File: src/core/ffc_readout_consts.vh
// timing and geometry constants for the full frame readout controller
`ifndef FFC_READOUT_CONSTS_VH
`define FFC_READOUT_CONSTS_VH
// clock rate in MHz (20 MHz, 50 ns period)
`define FFC_CLK_MHZ 20
// minimum vertical pulse width in microseconds
`define FFC_VPULSE_US 20
// vertical pulse width in cycles (least time, rounds up)
`define FFC_VPULSE_CYC (`FFC_VPULSE_US * `FFC_CLK_MHZ)
// cycles per horizontal half period: 20 MHz / (2+2+1) = 4 MHz pixel rate, under 10 MHz
`define FFC_HHALF_CYC 12'h002
// array geometry
`define FFC_COLS 12'hc1f
`define FFC_ROWS 12'hc0e
`define FFC_LEAD_DUMMY 12'h00e
`define FFC_TRAIL_DUMMY 12'h003
`define FFC_LEAD_DARK_COLS 12'h014
`define FFC_LEAD_DARK_ROWS 12'h014
`define FFC_TRAIL_DARK_ROWS 12'h009
`define FFC_EFFECTIVE 12'hc0d
`define FFC_ACTIVE 12'hbf0
`endif

File: src/core/ffc_readout.v
// readout timing controller driving a full frame ccd sensor
`timescale 1ns/1ps
`default_nettype none
`include "ffc_readout_consts.vh"
module ffc_readout (
	input wire core_clk,
	input wire rst,
	input wire frameStart,
	input wire [31:0] integCycles,
	output wire busy,
	output reg verticalPhaseOne,
	output reg verticalPhaseTwo,
	output reg horizontalPhaseOne,
	output reg horizontalPhaseTwo,
	output reg chargeClearGate,
	output reg sampleStrobe,
	output reg [11:0] pixCol,
	output reg [11:0] pixRow,
	output reg dummyPix,
	output reg darkColPix,
	output reg darkRowPix,
	output reg effectivePix,
	output reg activePix,
	output reg frameDone
);
	localparam ST_IDLE = 3'd0;
	localparam ST_INTEG = 3'd1;
	localparam ST_V1 = 3'd2;
	localparam ST_V2 = 3'd3;
	localparam ST_VEND = 3'd4;
	localparam ST_HLO = 3'd5;
	localparam ST_HHI = 3'd6;
	localparam ST_RST = 3'd7;
	// walk of one frame through the states:
	// idle waits for a start request with both vertical phases low
	// integ counts the exposure down, vertical phases held still
	// v1 raises vertical phase one for the minimum pulse width
	// v2 hands over to vertical phase two for the same width
	// vend lets the row settle in the horizontal register
	// hlo and hhi form the two halves of one horizontal pixel clock
	// rst pulses the charge clear gate once the sample is taken
	// after the last column either the next row transfer starts or the frame ends
	// horizontal phase one stays high through every vertical transfer,
	// so the falling edge of phase two always meets it high
	// the pixel period is five clocks, 4 MHz at a 20 MHz clock,
	// well below the sensor's ten megahertz limit

	// sequencer state, shared down counter, and array position
	// cnt_r is wide enough to hold any integration length the caller asks for
	reg [2:0] state_r;
	reg [31:0] cnt_r;
	reg [11:0] col_r;
	reg [11:0] row_r;
	wire lastCol = (col_r == `FFC_COLS - 12'h001);
	wire lastRow = (row_r == `FFC_ROWS - 12'h001);
	// window bounds in columns: the effective window starts after the leading
	// dummies, the active window after the leading dark columns as well
	// dummies are never counted as dark columns, so the dark column flag
	// starts only where the dummies end
	wire [11:0] effLo = `FFC_LEAD_DUMMY;
	wire [11:0] actLo = `FFC_LEAD_DUMMY + `FFC_LEAD_DARK_COLS;

	assign busy = (state_r != ST_IDLE);

	// frame sequencer and pin waveforms
	always @(posedge core_clk or posedge rst) begin
		if (rst) begin
			state_r <= ST_IDLE;
			cnt_r <= 32'h0;
			col_r <= 12'h000;
			row_r <= 12'h000;
			verticalPhaseOne <= 1'b0;
			verticalPhaseTwo <= 1'b0;
			horizontalPhaseOne <= 1'b1;
			horizontalPhaseTwo <= 1'b0;
			chargeClearGate <= 1'b0;
			sampleStrobe <= 1'b0;
			frameDone <= 1'b0;
		end else begin
			sampleStrobe <= 1'b0;
			frameDone <= 1'b0;
			chargeClearGate <= 1'b0;
			case (state_r)
				ST_IDLE: begin
					verticalPhaseOne <= 1'b0;
					verticalPhaseTwo <= 1'b0;
					horizontalPhaseOne <= 1'b1;
					horizontalPhaseTwo <= 1'b0;
					if (frameStart) begin
						state_r <= ST_INTEG;
						cnt_r <= integCycles;
						row_r <= 12'h000;
					end
				end
				ST_INTEG: begin
					verticalPhaseOne <= 1'b0;
					verticalPhaseTwo <= 1'b0;
					if (cnt_r == 32'h0) begin
						state_r <= ST_V1;
						cnt_r <= `FFC_VPULSE_CYC - 1;
						verticalPhaseOne <= 1'b1;
					end else
						cnt_r <= cnt_r - 32'h1;
				end
				ST_V1: begin
					horizontalPhaseOne <= 1'b1;
					horizontalPhaseTwo <= 1'b0;
					if (cnt_r == 32'h0) begin
						state_r <= ST_V2;
						cnt_r <= `FFC_VPULSE_CYC - 1;
						verticalPhaseOne <= 1'b0;
						verticalPhaseTwo <= 1'b1;
					end else
						cnt_r <= cnt_r - 32'h1;
				end
				ST_V2: begin
					if (cnt_r == 32'h0) begin
						state_r <= ST_VEND;
						cnt_r <= `FFC_VPULSE_CYC - 1;
						verticalPhaseTwo <= 1'b0; // horizontal phase one held high here
					end else
						cnt_r <= cnt_r - 32'h1;
				end
				ST_VEND: begin
					if (cnt_r == 32'h0) begin
						state_r <= ST_HLO;
						cnt_r <= {20'h0, `FFC_HHALF_CYC} - 32'h1;
						col_r <= 12'h000;
						horizontalPhaseOne <= 1'b0;
						horizontalPhaseTwo <= 1'b1;
					end else
						cnt_r <= cnt_r - 32'h1;
				end
				ST_HLO: begin
					if (cnt_r == 32'h0) begin
						state_r <= ST_HHI;
						cnt_r <= {20'h0, `FFC_HHALF_CYC} - 32'h1;
						horizontalPhaseOne <= 1'b1;
						horizontalPhaseTwo <= 1'b0;
						sampleStrobe <= 1'b1; // front end samples charge on the node
					end else
						cnt_r <= cnt_r - 32'h1;
				end
				ST_HHI: begin
					if (cnt_r == 32'h0) begin
						state_r <= ST_RST;
						chargeClearGate <= 1'b1; // reset only after the sample
					end else
						cnt_r <= cnt_r - 32'h1;
				end
				ST_RST: begin
					if (lastCol) begin
						if (lastRow) begin
							state_r <= ST_IDLE;
							frameDone <= 1'b1;
						end else begin
							state_r <= ST_V1;
							row_r <= row_r + 12'h001;
							cnt_r <= `FFC_VPULSE_CYC - 1;
							verticalPhaseOne <= 1'b1;
						end
					end else begin
						state_r <= ST_HLO;
						col_r <= col_r + 12'h001;
						cnt_r <= {20'h0, `FFC_HHALF_CYC} - 32'h1;
						horizontalPhaseOne <= 1'b0;
						horizontalPhaseTwo <= 1'b1;
					end
				end
				default: state_r <= ST_IDLE;
			endcase
		end
	end

	// position tags that go with each sample strobe
	// tags are loaded on the same edge that raises the strobe, and held
	// until the next strobe so a slow front end can latch them late
	// all flags are decoded from the counters before they advance
	always @(posedge core_clk or posedge rst) begin
		if (rst) begin
			pixCol <= 12'h000;
			pixRow <= 12'h000;
			dummyPix <= 1'b0;
			darkColPix <= 1'b0;
			darkRowPix <= 1'b0;
			effectivePix <= 1'b0;
			activePix <= 1'b0;
		end else if (state_r == ST_HLO && cnt_r == 32'h0) begin
			pixCol <= col_r;
			pixRow <= row_r;
			dummyPix <= (col_r < `FFC_LEAD_DUMMY) || (col_r >= `FFC_COLS - `FFC_TRAIL_DUMMY);
			darkColPix <= (col_r >= effLo) && (col_r < actLo);
			darkRowPix <= (row_r < `FFC_LEAD_DARK_ROWS) ||
				(row_r >= `FFC_ROWS - `FFC_TRAIL_DARK_ROWS);
			effectivePix <= (col_r >= effLo) && (col_r < effLo + `FFC_EFFECTIVE) &&
				(row_r < `FFC_EFFECTIVE);
			activePix <= (col_r >= actLo) && (col_r < actLo + `FFC_ACTIVE) &&
				(row_r >= `FFC_LEAD_DARK_ROWS) && (row_r < `FFC_LEAD_DARK_ROWS + `FFC_ACTIVE);
		end
	end
endmodule
`default_nettype wire

File: config.mk
export PLATFORM = sky130hd
export DESIGN_NAME = ffc_readout
export DESIGN_NICKNAME = d
export VERILOG_FILES = /design/src/core/ffc_readout.v
export VERILOG_INCLUDE_DIRS = /design/src /design/src/core
export SDC_FILE = /design/constraint.sdc
export NUM_CORES = 1
export LEC_CHECK = 0
export ABC_AREA = 1
export BUFFER_PORTS_ARGS = -buffer_cell sky130_fd_sc_hd__buf_2
export CELL_PAD_IN_SITES_DETAIL_PLACEMENT = 2
export CELL_PAD_IN_SITES_GLOBAL_PLACEMENT = 2
export CORE_MARGIN = 2
export CORE_UTILIZATION = 33
export DETAILED_ROUTE_END_ITERATION = 8
export HOLD_SLACK_MARGIN = 0.02
export PLACE_DENSITY_LB_ADDON = 0.2
export SLEW_MARGIN = 15
export SYNTH_ARGS = -nofsm -noshare
export SYNTH_HDL_FRONTEND = slang
export SYNTH_SLANG_ARGS = --single-unit
File: constraint.sdc
create_clock -name core_clk -period 4.2 [get_ports core_clk]
set_clock_uncertainty 0.1 [all_clocks]
set_input_delay 0.84 -clock core_clk [delete_from_list [all_inputs] [get_ports core_clk]]
set_output_delay 0.84 -clock core_clk [all_outputs]
set_load 0.03 [all_outputs]
==> out/results.tsv <==
metric	value	unit
status	completed	
simple-gate area share of the yosys netlist	0.399	
Initial DRC Count	243	
H-Tree Depth	3	
final period utilization	0.721	
mux cell area share after synthesis	0	
most frequent cells after synthesis	nand2_1, nor2_1, inv_1	
CTS tree	done	
top post-synthesis cells by area	dfrtp_1, nand2_1, nor2_1	
xor and xnor area share after synthesis	0.0414	
area of the multi-input gates	3220	um^2
most frequent cell after synthesis	nand2_1	
initial antenna violation count	0	
critical path launch point type	flip-flop	
Crit. End Element	flip-flop	
Crit path required time	4.36	ns
cell count after synthesis	913	
Synth Warn #	0	
PwrDens	262	nW/um^2
vias in the first global route	6562	
GRT Util Overall	0.219	
die span in x	140	um
DR WL/cell	17.2	um
Cell Area, Synth	6140	um^2
worst rel slew slack	0.380	
Placement Cell Area	6660	um^2
Maximum Capacitance Violations	0	
Worst EP arrival	3.19	ns
Synth Area in Compound Gates	0.0701	
Worst-path clk slew	0.08	ns
largest net degree at the start of global routing	58	
Worst-Margin Slew	0.928	ns
port bufs	71	
Crit Path Class	reg -> reg	
Antenna Nets Post-Route	0	
Global Route met3 Usage	0.0277	
synth unique cells	38	
met2 Track Usage GR	0.364	
CTS Sinks	95	
first-pass GRT wire length	34.6	mm
Root Driver	clkbuf_16	
DIE AREA	19700	um^2
clock tree buffer depth	2	
area leader, netlist	dfrtp_1	
Initial Utilization	0.340	
HP Class	reg -> reg	
Syn Area/Cell	6.73	um^2
area share of the largest cell type after synthesis	0.383	
Filler cells	2231	
Top FF cell, synth	dfrtp_1	
RSZ-0062 raised after global routing	false	
number of post-CTS setup repair buffers	0	
Finish-stage setup viols	0	
Inserted Diodes	0	
Hold-fix buffers, CTS	0	
Chip Height	140	um
final instance area	6970	um^2
nets@finish	1017	
post-CTS resize count	0	
global route hottest layer	met2	
final wirelength	20.8	mm
drc violations	0	
Ports	72	
core area	18100	um^2
Hold Vio Cnt, Final	0	
area delta synth->final	13.5	%
grt total ovfl	0	
syn nets	955	
share of flip-flops with an asynchronous set or reset	1.00	
drt first pass iters	5	
Final Util	0.385	
minimum clock period	3.03	ns
routability cong.	0.818	
final slew viol count	0	
Crit Path Max Fanout	40	
VDD IR max	0.184	mV
synthesized-area fraction occupied by adder cells	0.0143	
DP HPWL	15.8	mm
Via density	4.98	
layout cells sized above 1	0.124	
cell leakage power	3.57	nW
Max Clk Rate	330	MHz
clk_lat worst skew	0.36	ns
Vias	6021	
Tot Pwr	1.83	mW
met1 Resource Use GR	0.311	
setup TNS	0	ns
Synth Register Bits	95	
largest family of logic cells by synthesized area	simple AND/OR/NAND/NOR gates	
CTS buffer count	9	
sequential share of the synthesized area	0.387	
number of flops mapped to enable cells by yosys	0	
Row Count	49	
Reg area	2380	um^2
-- area by class of cell --
class                   instances  area share
well taps                     229      0.0411
clock inverters                 7      0.0113
repair buffers                 76      0.0564
clock buffers                   9      0.0323
flip-flops and latches         95       0.341
inverters                     102      0.0553
multi-input cells             691       0.462
-- worst paths after layout --
path	from	end	slack, ns	cells past startpoint
worst max-delay path	row_r[1]	cnt_r[0]	1.17	10
worst max register to register	row_r[1]	cnt_r[0]	1.17	10
worst min-delay path	horizontalPhaseTwo	horizontalPhaseTwo	0.39	2
worst min register to register	horizontalPhaseTwo	horizontalPhaseTwo	0.39	2
max in group asynchronous	rst	cnt_r[0]	2.71	3
min in group asynchronous	rst	col_r[7]	0.48	2
-- flip-flops by register name (all words and copies together) (netlist names) --
signal,cells
sampleStrobe,1
col_r,12
frameDone,1
pixCol,12
horizontalPhaseTwo,1
darkRowPix,1
pixRow,12
darkColPix,1
horizontalPhaseOne,1
dummyPix,1
chargeClearGate,1
verticalPhaseOne,1
activePix,1
cnt_r,32
state_r,3
row_r,12
effectivePix,1
verticalPhaseTwo,1
-- layout by cell type (no fill, tap or decap), drive strengths merged, types with 3 or more instances in the layout --
cell type,n
xnor2,3
nand3b,3
nor2,165
clkbuf,9
o21ai,69
ha,7
and2,3
xor2,26
dfrtp,94
inv,105
nor3,10
a21oi,5
nand4,27
buf,76
o22ai,6
nand2,305
nand3,53
-- metrics by stage --
step | worst slack [ns] | instances | hold WS (ns)
2_1_floorplan | 0.785 | 913 | 0.349
3_3_place_gp | 1.40 | 1193 | 0.366
3_5_place_dp | 1.29 | 1193 | 0.371
4_1_cts | 1.14 | 1209 | 0.390
5_1_grt | 0.870 | 1209 | 0.425
6_report | 1.17 | 1209 | 0.386
-- metal layers --
metal / wire length, um / vias to the layer above
met3: 521 / 11
met2: 9700 / 63
li1: - / 2992
met1: 10400 / 2955
met4: 178 / 0
met5: 0 / -
-- where the power goes --
group | switching (mW) | leakage [nW] | internal (mW)
Sequential | 0 | 1.15 | 0.914
Clock | 0.406 | 0.144 | 0.470
Combinational | 0.0247 | 2.27 | 0.0125
Total | 0.431 | 3.57 | 1.40
-- kinds of logic after synthesis --
group                    count (synthesis)
flip-flops                              95
buffers and inverters                  127
adder cells (fa/ha/maj)                  7
XOR/XNOR                                29
AND/OR/NAND/NOR                        572
AO/OA/AOI/OAI                           83
-- critical path: stages, from the launching register on --
cell	delay (ns)
dfrtp_1	0.41
inv_1	0.13
ha_1	0.17
inv_1	0.05
nor2_1	0.14
nand3_1	0.10
nor2_1	0.23
nand3_1	0.47
nand3_4	0.60
inv_2	0.25
o21ai_0	0.25
(Power assumes the default switching activity.)
